## src/design/vcocal_pkg.sv

```systemverilog
// Constants for the oscillator tuning and converter calibration control block
//
// Behaviour
// Settle wait after each trim change grows with tuning_settle_time; resets to 4.
// Tuning starts when conv_pll_hold is written to zero with vco_tuning_enable set.
// Engine searches oscillator_trim on its own to centre the oscillator.
// Host changes tuning control only while conv_pll_hold is one.
// vco_tuning_done is one after tuning ends, or when tuning was skipped.
// Host never writes oscillator_trim while tuning is in progress.
// adc_cal_run high runs calibration; low holds it in reset; resets to one.
// Clearing adc_cal_run also resets processing and serial link clock dividers.
// Host clears adc_cal_run before changing marked settings, then sets it again.
// Host sets adc_cal_run before serial_link_enable and clears in reverse order.
// Bit 3 enables background offset calibration, only with background calibration on.
// Bit 2 enables foreground offset calibration, only with foreground calibration on.
// Bit 1 enables continuous background calibration; zero by default.
// A run always resets calibration values, then foreground runs if selected.
// Host writes reset values back into reserved fields.
// Host sets conv_pll_hold before PLL programming and clears it afterwards.
// oscillator_trim is seven bits, set by the engine, readable and writable.
package vcocal_pkg;
  // ==========================================================
  // Register offsets
  localparam logic [7:0] ADDR_TRIM = 8'h59;
  localparam logic [7:0] ADDR_HOLD = 8'h5c;
  localparam logic [7:0] ADDR_TUNE_CTRL = 8'h5d;
  localparam logic [7:0] ADDR_TUNE_STAT = 8'h5e;
  localparam logic [7:0] ADDR_CAL_RUN = 8'h61;
  localparam logic [7:0] ADDR_CAL_SEL = 8'h62;
  // ==========================================================
  // Reset values
  localparam logic [7:0] RST_TRIM = 8'h00;
  localparam logic [7:0] RST_HOLD = 8'h00;
  localparam logic [7:0] RST_TUNE_CTRL = 8'h40;
  localparam logic [7:0] RST_CAL_RUN = 8'h01;
  localparam logic [7:0] RST_CAL_SEL = 8'h01;
  // ==========================================================
  // Field positions
  localparam int BIT_HOLD = 0;
  localparam int BIT_TUNE_EN = 0;
  localparam int SETTLE_LSB = 4;
  localparam int SETTLE_MSB = 6;
  localparam int BIT_TUNE_DONE = 0;
  localparam int BIT_CAL_RUN = 0;
  localparam int BIT_FG_RUN = 0;
  localparam int BIT_BG_EN = 1;
  localparam int BIT_FG_OS = 2;
  localparam int BIT_BG_OS = 3;
  localparam int TRIM_W = 7;
  // ==========================================================
  // Timing: one settle unit, the wait per step is (field + 1) units
  localparam int CLK_PERIOD_NS = 50;
  localparam int SETTLE_UNIT_NS = 1000;
  localparam int SETTLE_UNIT_CYC = (SETTLE_UNIT_NS + CLK_PERIOD_NS - 1) / CLK_PERIOD_NS;
  localparam int CNT_W = 16;
  // ==========================================================
  // States
  typedef enum logic [1:0] {T_IDLE, T_WAIT} vcocal_tune_e;
  typedef enum logic [1:0] {C_HELD, C_CLEAR, C_FG, C_RUN} vcocal_cal_e;
endpackage : vcocal_pkg

```

## src/design/vcocal_tuner.sv

```systemverilog
// Oscillator trim search engine with per-step settle wait
module vcocal_tuner (
  // Clock and reset
  input wire logic clk_sys_i,
  input wire logic srst_i,
  // Control
  input wire logic start_i,
  input wire logic enable_i,
  input wire logic abort_i,
  input wire logic [2:0] settle_sel_i,
  input wire logic vco_fast_i,
  // Host trim access
  input wire logic trim_wr_i,
  input wire logic [6:0] trim_wdata_i,
  // Status
  output logic [6:0] trim_o,
  output logic busy_o,
  output logic done_o
);
  vcocal_pkg::vcocal_tune_e state, next_state;
  logic [6:0] next_trim;
  logic [2:0] bitpos, next_bitpos;
  logic [15:0] cnt, next_cnt;
  logic next_done;

  function automatic logic [15:0] settle_cycles(input logic [2:0] sel);
    settle_cycles = 16'((int'(sel) + 1) * vcocal_pkg::SETTLE_UNIT_CYC);
  endfunction

  // ==========================================================
  // Successive approximation, MSB first
  always_comb begin
    next_state = state;
    next_trim = trim_o;
    next_bitpos = bitpos;
    next_cnt = cnt;
    next_done = done_o;
    if (abort_i) begin
      next_state = vcocal_pkg::T_IDLE;
      next_done = 1'b0;
      // Trim is normally programmed while the PLL is held
      if (trim_wr_i) begin
        next_trim = trim_wdata_i;
      end
    end else begin
      case (state)
        vcocal_pkg::T_IDLE: begin
          if (start_i && enable_i) begin
            next_state = vcocal_pkg::T_WAIT;
            next_trim = 7'h40;
            next_bitpos = 3'h6;
            next_cnt = settle_cycles(settle_sel_i);
            next_done = 1'b0;
          end else if (start_i) begin
            next_done = 1'b1;
          end else if (trim_wr_i) begin
            // Host writes land only while the engine is idle or aborted
            next_trim = trim_wdata_i;
          end
        end
        vcocal_pkg::T_WAIT: begin
          if (cnt != 16'h0000) begin
            next_cnt = cnt - 16'h0001;
          end else begin
            if (vco_fast_i) begin
              next_trim[bitpos] = 1'b0;
            end
            if (bitpos == 3'h0) begin
              next_state = vcocal_pkg::T_IDLE;
              next_done = 1'b1;
            end else begin
              next_bitpos = bitpos - 3'h1;
              next_trim[bitpos - 3'h1] = 1'b1;
              next_cnt = settle_cycles(settle_sel_i);
            end
          end
        end
        default: next_state = vcocal_pkg::T_IDLE;
      endcase
    end
  end

  always_ff @(posedge clk_sys_i) begin
    if (srst_i) begin
      state <= vcocal_pkg::T_IDLE;
      trim_o <= vcocal_pkg::RST_TRIM[6:0];
      bitpos <= 3'h0;
      cnt <= 16'h0000;
      done_o <= 1'b0;
    end else begin
      state <= next_state;
      trim_o <= next_trim;
      bitpos <= next_bitpos;
      cnt <= next_cnt;
      done_o <= next_done;
    end
  end

  assign busy_o = (state == vcocal_pkg::T_WAIT);
endmodule // vcocal_tuner

```

## src/design/vcocal_ctrl.sv

```systemverilog
// Register bank and sequencing for oscillator tuning and converter calibration
module vcocal_ctrl (
  // Clock and reset
  input wire logic clk_sys_i,
  input wire logic srst_i,
  // Register port
  input wire logic [7:0] reg_addr_i,
  input wire logic reg_wr_i,
  input wire logic [7:0] reg_wdata_i,
  output logic [7:0] reg_rdata_o,
  // Oscillator tuning
  input wire logic vco_fast_i,
  output logic [6:0] trim_o,
  output logic pll_hold_o,
  output logic tuning_busy_o,
  output logic tuning_done_o,
  // Converter calibration
  input wire logic fg_cal_done_i,
  output logic cal_hold_o,
  output logic dsp_div_reset_o,
  output logic cal_values_clear_o,
  output logic fg_cal_active_o,
  output logic fg_offset_cal_o,
  output logic bg_cal_enable_o,
  output logic bg_offset_cal_o
);
  logic [7:0] hold_reg, next_hold_reg;
  logic [7:0] tune_ctrl, next_tune_ctrl;
  logic [7:0] cal_run, next_cal_run;
  logic [7:0] cal_sel, next_cal_sel;
  logic [7:0] next_rdata;
  logic [1:0] fast_sync;
  logic tune_start, trim_wr;
  vcocal_pkg::vcocal_cal_e cal_state, next_cal_state;

  function automatic logic wr_hit(input logic [7:0] addr, input logic [7:0] target,
                                  input logic wr);
    wr_hit = wr && (addr == target);
  endfunction

  // ==========================================================
  // Register writes
  always_comb begin
    next_hold_reg = hold_reg;
    next_tune_ctrl = tune_ctrl;
    next_cal_run = cal_run;
    next_cal_sel = cal_sel;
    if (wr_hit(reg_addr_i, vcocal_pkg::ADDR_HOLD, reg_wr_i)) begin
      next_hold_reg = reg_wdata_i;
    end
    if (wr_hit(reg_addr_i, vcocal_pkg::ADDR_TUNE_CTRL, reg_wr_i)) begin
      // Taken as written; changing it outside hold is the host's hazard
      next_tune_ctrl = reg_wdata_i;
    end
    if (wr_hit(reg_addr_i, vcocal_pkg::ADDR_CAL_RUN, reg_wr_i)) begin
      next_cal_run = reg_wdata_i;
    end
    if (wr_hit(reg_addr_i, vcocal_pkg::ADDR_CAL_SEL, reg_wr_i)) begin
      next_cal_sel = reg_wdata_i;
    end
  end

  // Start only on a one-to-zero write of the hold bit
  assign tune_start = wr_hit(reg_addr_i, vcocal_pkg::ADDR_HOLD, reg_wr_i)
                      && !reg_wdata_i[vcocal_pkg::BIT_HOLD]
                      && hold_reg[vcocal_pkg::BIT_HOLD];
  assign trim_wr = wr_hit(reg_addr_i, vcocal_pkg::ADDR_TRIM, reg_wr_i);

  // ==========================================================
  // Register reads, one cycle latency
  always_comb begin
    case (reg_addr_i)
      vcocal_pkg::ADDR_TRIM: next_rdata = {1'b0, trim_o};
      vcocal_pkg::ADDR_HOLD: next_rdata = hold_reg;
      vcocal_pkg::ADDR_TUNE_CTRL: next_rdata = tune_ctrl;
      vcocal_pkg::ADDR_TUNE_STAT: next_rdata = {7'h00, tuning_done_o};
      vcocal_pkg::ADDR_CAL_RUN: next_rdata = cal_run;
      vcocal_pkg::ADDR_CAL_SEL: next_rdata = cal_sel;
      default: next_rdata = 8'h00;
    endcase
  end

  always_ff @(posedge clk_sys_i) begin
    if (srst_i) begin
      hold_reg <= vcocal_pkg::RST_HOLD;
      tune_ctrl <= vcocal_pkg::RST_TUNE_CTRL;
      cal_run <= vcocal_pkg::RST_CAL_RUN;
      cal_sel <= vcocal_pkg::RST_CAL_SEL;
      reg_rdata_o <= 8'h00;
      fast_sync <= 2'b00;
    end else begin
      hold_reg <= next_hold_reg;
      tune_ctrl <= next_tune_ctrl;
      cal_run <= next_cal_run;
      cal_sel <= next_cal_sel;
      reg_rdata_o <= next_rdata;
      // Comparator comes from the analog side
      fast_sync <= {fast_sync[0], vco_fast_i};
    end
  end

  assign pll_hold_o = hold_reg[vcocal_pkg::BIT_HOLD];

  // ==========================================================
  // Tuning engine
  vcocal_tuner u_tuner (
    .clk_sys_i(clk_sys_i),
    .srst_i(srst_i),
    .start_i(tune_start),
    .enable_i(tune_ctrl[vcocal_pkg::BIT_TUNE_EN]),
    // Hold bit is still set in the start cycle; letting it abort would swallow the start
    .abort_i(pll_hold_o && !tune_start),
    .settle_sel_i(tune_ctrl[vcocal_pkg::SETTLE_MSB:vcocal_pkg::SETTLE_LSB]),
    .vco_fast_i(fast_sync[1]),
    .trim_wr_i(trim_wr),
    .trim_wdata_i(reg_wdata_i[6:0]),
    .trim_o(trim_o),
    .busy_o(tuning_busy_o),
    .done_o(tuning_done_o)
  );

  // ==========================================================
  // Calibration sequencer
  always_comb begin
    next_cal_state = cal_state;
    if (!cal_run[vcocal_pkg::BIT_CAL_RUN]) begin
      next_cal_state = vcocal_pkg::C_HELD;
    end else begin
      case (cal_state)
        vcocal_pkg::C_HELD: next_cal_state = vcocal_pkg::C_CLEAR;
        vcocal_pkg::C_CLEAR: begin
          if (cal_sel[vcocal_pkg::BIT_FG_RUN]) begin
            next_cal_state = vcocal_pkg::C_FG;
          end else begin
            next_cal_state = vcocal_pkg::C_RUN;
          end
        end
        vcocal_pkg::C_FG: begin
          if (fg_cal_done_i) begin
            next_cal_state = vcocal_pkg::C_RUN;
          end
        end
        vcocal_pkg::C_RUN: next_cal_state = vcocal_pkg::C_RUN;
        default: next_cal_state = vcocal_pkg::C_HELD;
      endcase
    end
  end

  always_ff @(posedge clk_sys_i) begin
    if (srst_i) begin
      cal_state <= vcocal_pkg::C_HELD;
    end else begin
      cal_state <= next_cal_state;
    end
  end

  assign cal_hold_o = (cal_state == vcocal_pkg::C_HELD);
  // Dividers restart with the calibration so the link sees a clean phase
  assign dsp_div_reset_o = (cal_state == vcocal_pkg::C_HELD);
  assign cal_values_clear_o = (cal_state == vcocal_pkg::C_CLEAR);
  assign fg_cal_active_o = (cal_state == vcocal_pkg::C_FG);
  assign fg_offset_cal_o = fg_cal_active_o && cal_sel[vcocal_pkg::BIT_FG_OS]
                           && cal_sel[vcocal_pkg::BIT_FG_RUN];
  assign bg_cal_enable_o = (cal_state == vcocal_pkg::C_RUN)
                           && cal_sel[vcocal_pkg::BIT_BG_EN];
  assign bg_offset_cal_o = bg_cal_enable_o && cal_sel[vcocal_pkg::BIT_BG_OS];
endmodule // vcocal_ctrl

```

## config.mk

```make
export PLATFORM = sky130hd
export DESIGN_NAME = vcocal_ctrl
export DESIGN_NICKNAME = d
export VERILOG_FILES = /design/src/design/vcocal_pkg.sv /design/src/design/vcocal_tuner.sv /design/src/design/vcocal_ctrl.sv
export SDC_FILE = /design/constraint.sdc
export NUM_CORES = 1
export LEC_CHECK = 0
export BUFFER_PORTS_ARGS = -buffer_cell sky130_fd_sc_hd__buf_4
export CORE_MARGIN = 3
export CORE_UTILIZATION = 40
export DETAILED_ROUTE_END_ITERATION = 6
export PLACE_DENSITY = 0.66
export SKIP_CTS_REPAIR_TIMING = 1
export SLEW_MARGIN = 20
export SYNTH_ARGS = -nofsm -noshare
export SYNTH_HDL_FRONTEND = slang
export SYNTH_SLANG_ARGS = --single-unit
```

## constraint.sdc

```tcl
create_clock -name clk_sys_i -period 2.1 [get_ports clk_sys_i]
set_clock_uncertainty 0.05 [all_clocks]
set_input_delay 0.21 -clock clk_sys_i [delete_from_list [all_inputs] [get_ports clk_sys_i]]
set_output_delay 0.21 -clock clk_sys_i [all_outputs]
set_load 0.02 [all_outputs]
```

After elaboration in Yosys (flattened, before gate mapping)
Cells that the tools add are included.
{"block": "op_classes", "add_sub_neg": 3, "n_reduce_logical": 30, "bitwise_logic": 5, "n_lt_le_gt_ge": 4, "multipliers": 1, "n_eq_ne": 19, "muxes": 36}
{"cell": "two-way mux 7 bit", "count": 10}
{"cell": "equality test 8 x 7 -> 1 bit (second input constant)", "count": 6}
{"cell": "two-way mux 16 bit", "count": 3}
{"cell": "one-hot mux 8 bit (6 select lines)", "count": 1}
{"cell": "multiplier 32 x 4 -> 14 bit (second input constant)", "count": 1}
{"cell": "one-hot mux 16 bit (2 select lines)", "count": 1}
{"cell": "nonzero test 16 bit", "count": 1}
{"cell": "subtractor 16 x 1 -> 16 bit (second input constant)", "count": 1}
{"cell": "logical AND 1 bit", "count": 15}
{"cell": "one-hot mux 7 bit (2 select lines)", "count": 1}
{"cell": "two-way mux 3 bit", "count": 3}
{"cell": "!= test 3 x 2 -> 1 bit (second input constant)", "count": 3}
{"cell": "< comparator 3 x 4 -> 1 bit (second input constant)", "count": 2}
{"cell": "two-way mux 2 bit", "count": 4}
{"cell": "one-hot mux 2 bit (4 select lines)", "count": 1}
{"cell": "AND reduction 4 bit", "count": 2}
{"cell": "bitwise AND 7 bit", "count": 1}
{"cell": "two-way mux 1 bit", "count": 7}
{"cell": "NOT 7 bit", "count": 1}
{"cell": "bitwise OR 7 bit", "count": 1}
{"cell": "demux 1 bit (select 3 bit)", "count": 2}
{"cell": ">= comparator 3 x 1 -> 1 bit (second input constant)", "count": 2}
{"cell": "!= test 2 bit (second input constant)", "count": 3}
{"cell": "one-hot mux 3 bit (2 select lines)", "count": 1}
{"cell": "other kinds (17)", "count": 25}
{"block": "word_totals", "ff_bits": 73, "input_bits": 21}

Logic depth before layout (Yosys ltp)
{"block": "logic_depth", "word_depth": 15, "depth_mapped": 9, "depth_no_buf": 8}

Modules after synthesis
From an unflattened synthesis, not the netlist that was laid out.
{"block": "unflattened", "cells_unflattened": 461, "area_unflattened_um2": 4016.4}
{"module": "vcocal_ctrl", "seq_area_each_um2": 880.8, "instances": 1, "cells_per_inst": 220, "area_each_um2": 2077.0}
{"module": "vcocal_tuner", "seq_area_each_um2": 560.5, "instances": 1, "cells_per_inst": 241, "area_each_um2": 1939.4}

Worst setup path before layout
OpenSTA, ideal clock, no wires.
{"block": "synth_path", "kind": "register -> register", "startpoint": "register u_tuner.bitpos[0]", "endpoint": "register u_tuner.trim_o[4]", "synth_period_minus_slack_ps": 2117, "setup_ps": 91, "stages_incl_launch_ff": 10, "required_ps": 1959, "t_arrival_ps": 1976, "slack_ps": -17, "n_path_buf": 1, "cell_sequence": "dfxtp_1 > clkbuf_1 > inv_1 > ha_1 > or3b_2 > a21oi_1 > o211ai_1 > nand2_1 > a21oi_1 > a311oi_1"}
{"block": "synth_via", "elab_chain_len": 15, "elab_cells_between_ends": 23}
{"item": "start, declared", "line": "vcocal_tuner.sv:22", "rtl": "logic [2:0] bitpos, next_bitpos;"}
{"item": "start signal, assigned", "line": "vcocal_tuner.sv:93", "rtl": "bitpos <= next_bitpos;"}
{"item": "< comparator 3 x 4 -> 1 bit (implied by the code) or >= comparator 3 x 1 -> 1 bit (tied branches)", "line": "vcocal_tuner.sv:66", "rtl": "next_trim[bitpos] = 1'b0;"}
{"item": "logical AND 1 bit (implied by the code)", "line": "vcocal_tuner.sv:66"}
{"item": "two-way mux 1 bit (implied by the code)", "line": "vcocal_tuner.sv:66"}
{"item": "demux 1 bit (select 3 bit)"}
{"item": "NOT 7 bit (no line)"}
{"item": "bitwise AND 7 bit (no line)"}
{"item": "two-way mux 7 bit", "line": "vcocal_tuner.sv:65", "rtl": "if (vco_fast_i) begin"}
{"item": "two-way mux 7 bit", "line": "vcocal_tuner.sv:62", "rtl": "if (cnt != 16'h0000) begin"}
{"item": "two-way mux 7 bit", "line": "vcocal_tuner.sv:46", "rtl": "case (state)"}
{"item": "two-way mux 7 bit", "line": "vcocal_tuner.sv:38", "rtl": "if (abort_i) begin"}
{"item": "bitwise OR 7 bit (no line)"}
{"item": "two-way mux 7 bit (*)", "line": "vcocal_tuner.sv:68", "rtl": "if (bitpos == 3'h0) begin"}
{"item": "two-way mux 7 bit (*)", "line": "vcocal_tuner.sv:62"}
{"item": "one-hot mux 7 bit (2 select lines) (*)", "line": "vcocal_tuner.sv:46"}
{"item": "two-way mux 7 bit (*)", "line": "vcocal_tuner.sv:38"}
{"item": "end signal, assigned", "line": "vcocal_tuner.sv:86", "rtl": "trim_o <= vcocal_pkg::RST_TRIM[6:0];"}
{"item": "end signal, assigned", "line": "vcocal_tuner.sv:92", "rtl": "trim_o <= next_trim;"}
{"item": "end, declared", "line": "vcocal_tuner.sv:16", "rtl": "output logic [6:0] trim_o,"}
Mark *: on every way between the ends. The rest lies on a longest branch, timed or not. The select of a mux whose other input is x is not followed.
A chain may end at the register's enable or synchronous reset.

Worst setup path after layout
{"block": "layout_path", "startpoint": "register u_tuner.cnt[11]", "endpoint": "register u_tuner.cnt[6]"}
{"block": "layout_via", "elab_chain_len": 3, "elab_cells_between_ends": 5}
{"item": "start, declared", "line": "vcocal_tuner.sv:23", "rtl": "logic [15:0] cnt, next_cnt;"}
{"item": "start signal, assigned", "line": "vcocal_tuner.sv:94", "rtl": "cnt <= next_cnt;"}
{"item": "nonzero test 16 bit (*)", "line": "vcocal_tuner.sv:62"}
{"item": "!= test 3 x 2 -> 1 bit (no line) or two-way mux 16 bit (tied branches)"}
{"item": "AND reduction 4 bit (no line) or one-hot mux 16 bit (2 select lines) (tied branches)"}
Mark *: on every way between the ends. The rest lies on a longest branch, timed or not.

==> impl_results.md <==
* Max incr delay on CP at 0.40 ns
* Final setup violation count at 0
* Flops & latches, synth at 72
* Htree depth at 3
* Max-slew violation count at 0
* CTS Root Cell: clkbuf_8
* IO buf count at 45
* Outcome: finished, final reports clean
* Tcrit/Tclk final at a little over nine tenths
* Least-Margin Pin Slew at 0.471 ns
* Most flop-heavy register: u_tuner.cnt
* TritonRoute pass-1 iters at 6
* WL/cell at 16.0 µm
* XOR/XNOR Fraction of Synth Area at 2.28%
* Fin Hold WS at between 0.02 and 0.03 ns
* Die Y at 104 µm
* Maxcap violations at 0
* Tightest Hold Check Type: input port to flip-flop
* DIE AREA at 10800 µm²
* CP delay by family, top: simple AND/OR/NAND/NOR gates
* Worst path cell trace: or3_1 > or2_1 > o31ai_2 > buf_4 > nor2_1 > a211o_1 > a21oi_1
* Post-synth EDFFs at 0
* Max VDD drop at 302 µV
* CP required at 2.34 ns
* DR vias at 3789
* Complex-gate fraction of the synthesized area at 23.5%
* Post-Syn Area per Cell at 8.16 µm²
* Fraction of registers with async set/reset at 0%
* P_leak at about 1.8 nW
* Diodes inserted at 0
* Antenna Nets Post-Route at 0
* Final hold vios at 0
* Maximum clock path buffer count at 2
* Clk slew on worst S/H paths at 0.07 ns
* Simple-gate share of the synthesized area at 28.6%
* Die W at 104 µm
* Largest register FFs at 16
* Starting Density at around two fifths
* P per Cell Area at 583 nW/µm²
* GRT Util Overall at between 15 and 20%
* Fmax at 498 MHz
* CP endpoint kind: flip-flop
* Cell at the slowest stage of the critical path: or3_1
* Main combinational cell family by area after synthesis: simple AND/OR/NAND/NOR gates
* Commonest non-fill, non-tap cell in the layout: buf_4
* Post-synthesis sequential area ratio at 37.6%
* Vias in the first global route at 3559
* Num CTS Buffers at 9
* Synthesized instance count at 470
* Final instance area at 4750 µm²
* Share of layout cells above drive strength 1 at 24.0%
* Core area at 9280 µm²
* Worst Path Arrival at roughly 2.2 ns
* Final Util at 51.2%
* Clock sinks at between 70 and 80
* DRC errors left at 0
* Crit Path Max Fanout at 12
* Mux share of post-synthesis cell area at 0.522%
* Initial antenna violation count at 0
* First-pass GRT wire length at 17600 µm
* Top_reg_cell synth: dfxtp_1
* Crit path buf inv count at 1
* Most frequent cells in the layout: buf_4, dfxtp_1, nand2_1
* Post-synthesis cell type count at 62
* Post-Synthesis Net Count at 499
* Rows at 35
* GP Congestion at 0.889
* CTS tree: yes
* Worst-Skew Late Latency at around 0.36 ns
* Largest net degree at the start of global routing at 37
* Post-DP Area at ~4500 µm²
* Slew Limit Headroom at 68.6%
* Mapped Area at 3830 µm²
* P&R area growth vs syn at 24.0%
* Worst Setup Path Type: flip-flop to flip-flop
* GR Overflow Total at 0
* Post-synthesis adder-cell area fraction at 2.61%
* Kind of start point of the critical path: flip-flop
* Fin nets at 569
* Via density at 5.62
* Setup tns final at 0 ns
* Dpl hpwl at 7780 µm
* Min cycle time layout at 2.01 ns
* Yosys warnings at 0
* Final wirelength at approximately 11000 µm
* I/O pins at 46
* DR iter-0 viols at between 200 and 250
where the power goes:
part	switching (mW)	internal, mW
Clock	0.559	0.675
Combinational	0.0969	0.0617
Sequential	0.00607	1.37
per-layer routing:
metal / vias to the layer above / track usage, % / part of all wire, %
li1: 1849 / - / -
met1: 1804 / 26.0 / 45
met2: 121 / 31.9 / 47
met3: 15 / 4.66 / 5.9
met4: 0 / 6.46 / 1.5
met5: - / 0 / 0
cell families (layout without fill, tap and decap cells):
kind of cell,count (synthesis),after routing
flip-flops,72,72
AO/OA/AOI/OAI,138,139
AND/OR/NAND/NOR,200,200
multiplexers,2,2
buffers and inverters,40,114
adder cells (fa/ha/maj),8,8
XOR/XNOR,10,10
final cells by class:
type / instances / area, µm²
Tap cell: 129 / 161
Clock buffer: 10 / 128
Multi-Input combinational cell: 359 / 2240
Sequential cell: 72 / 1440
Timing Repair Buffer: 83 / 627
Inverter: 15 / 56.3
Fill cell: 906 / 4530
Clock inverter: 6 / 93.8
cell usage after synthesis, types with 5 or more instances:
master    number  area share (%)
nor4_1         5            0.82
nand2_1       65             6.4
or3_1          5            0.82
nor3_1        13             1.7
dfxtp_1       72              38
o21ai_0       13             1.7
a211o_1        7             1.6
a22oi_1        6             1.2
o21ai_1        7            0.91
nor2b_1        8             1.3
xnor2_1        6             1.4
a21oi_1       64             8.4
ha_1           8             2.6
clkbuf_1      14             1.4
nor2_1        23             2.3
a211oi_1       5            0.98
nand3_1       24             3.1
nand2b_1      13             2.1
and3_1         7             1.1
nand4b_1       5             1.1
a222oi_1       8             2.1
inv_1         15             1.5
final timing paths:
kind	startpoint	end	slack [ns]	cells after the start
setup / recovery	u_tuner.cnt[11]	u_tuner.cnt[6]	0.09	7
hold / removal	vco_fast_i	fast_sync[0]	0.03	2
hold reg to reg	fast_sync[0]	fast_sync[1]	0.40	1
setup reg to reg	u_tuner.cnt[11]	u_tuner.cnt[6]	0.09	7
stage by stage:
| step | cells | power (mW) | worst slack [ns] |
|---|---|---|---|
| 4_1_cts | 672 | 2.79 | -0.0232 |
| 6_report | 674 | 2.77 | 0.0939 |
| 5_1_grt | 674 | 2.86 | -0.00203 |
| 3_5_place_dp | 656 | 1.57 | 0.000939 |
| 2_1_floorplan | 470 | 1.49 | 0.0553 |
| 3_3_place_gp | 656 | 1.57 | 0.0549 |
worst register-to-register path, cell delays in order (launching register included):
cell and delay, ns:
dfxtp_1 0.32, or3_1 0.40, or2_1 0.28, o31ai_2 0.24, buf_4 0.22, nor2_1 0.07
a211o_1 0.26, a21oi_1 0.11
(Power assumes the default switching activity.)
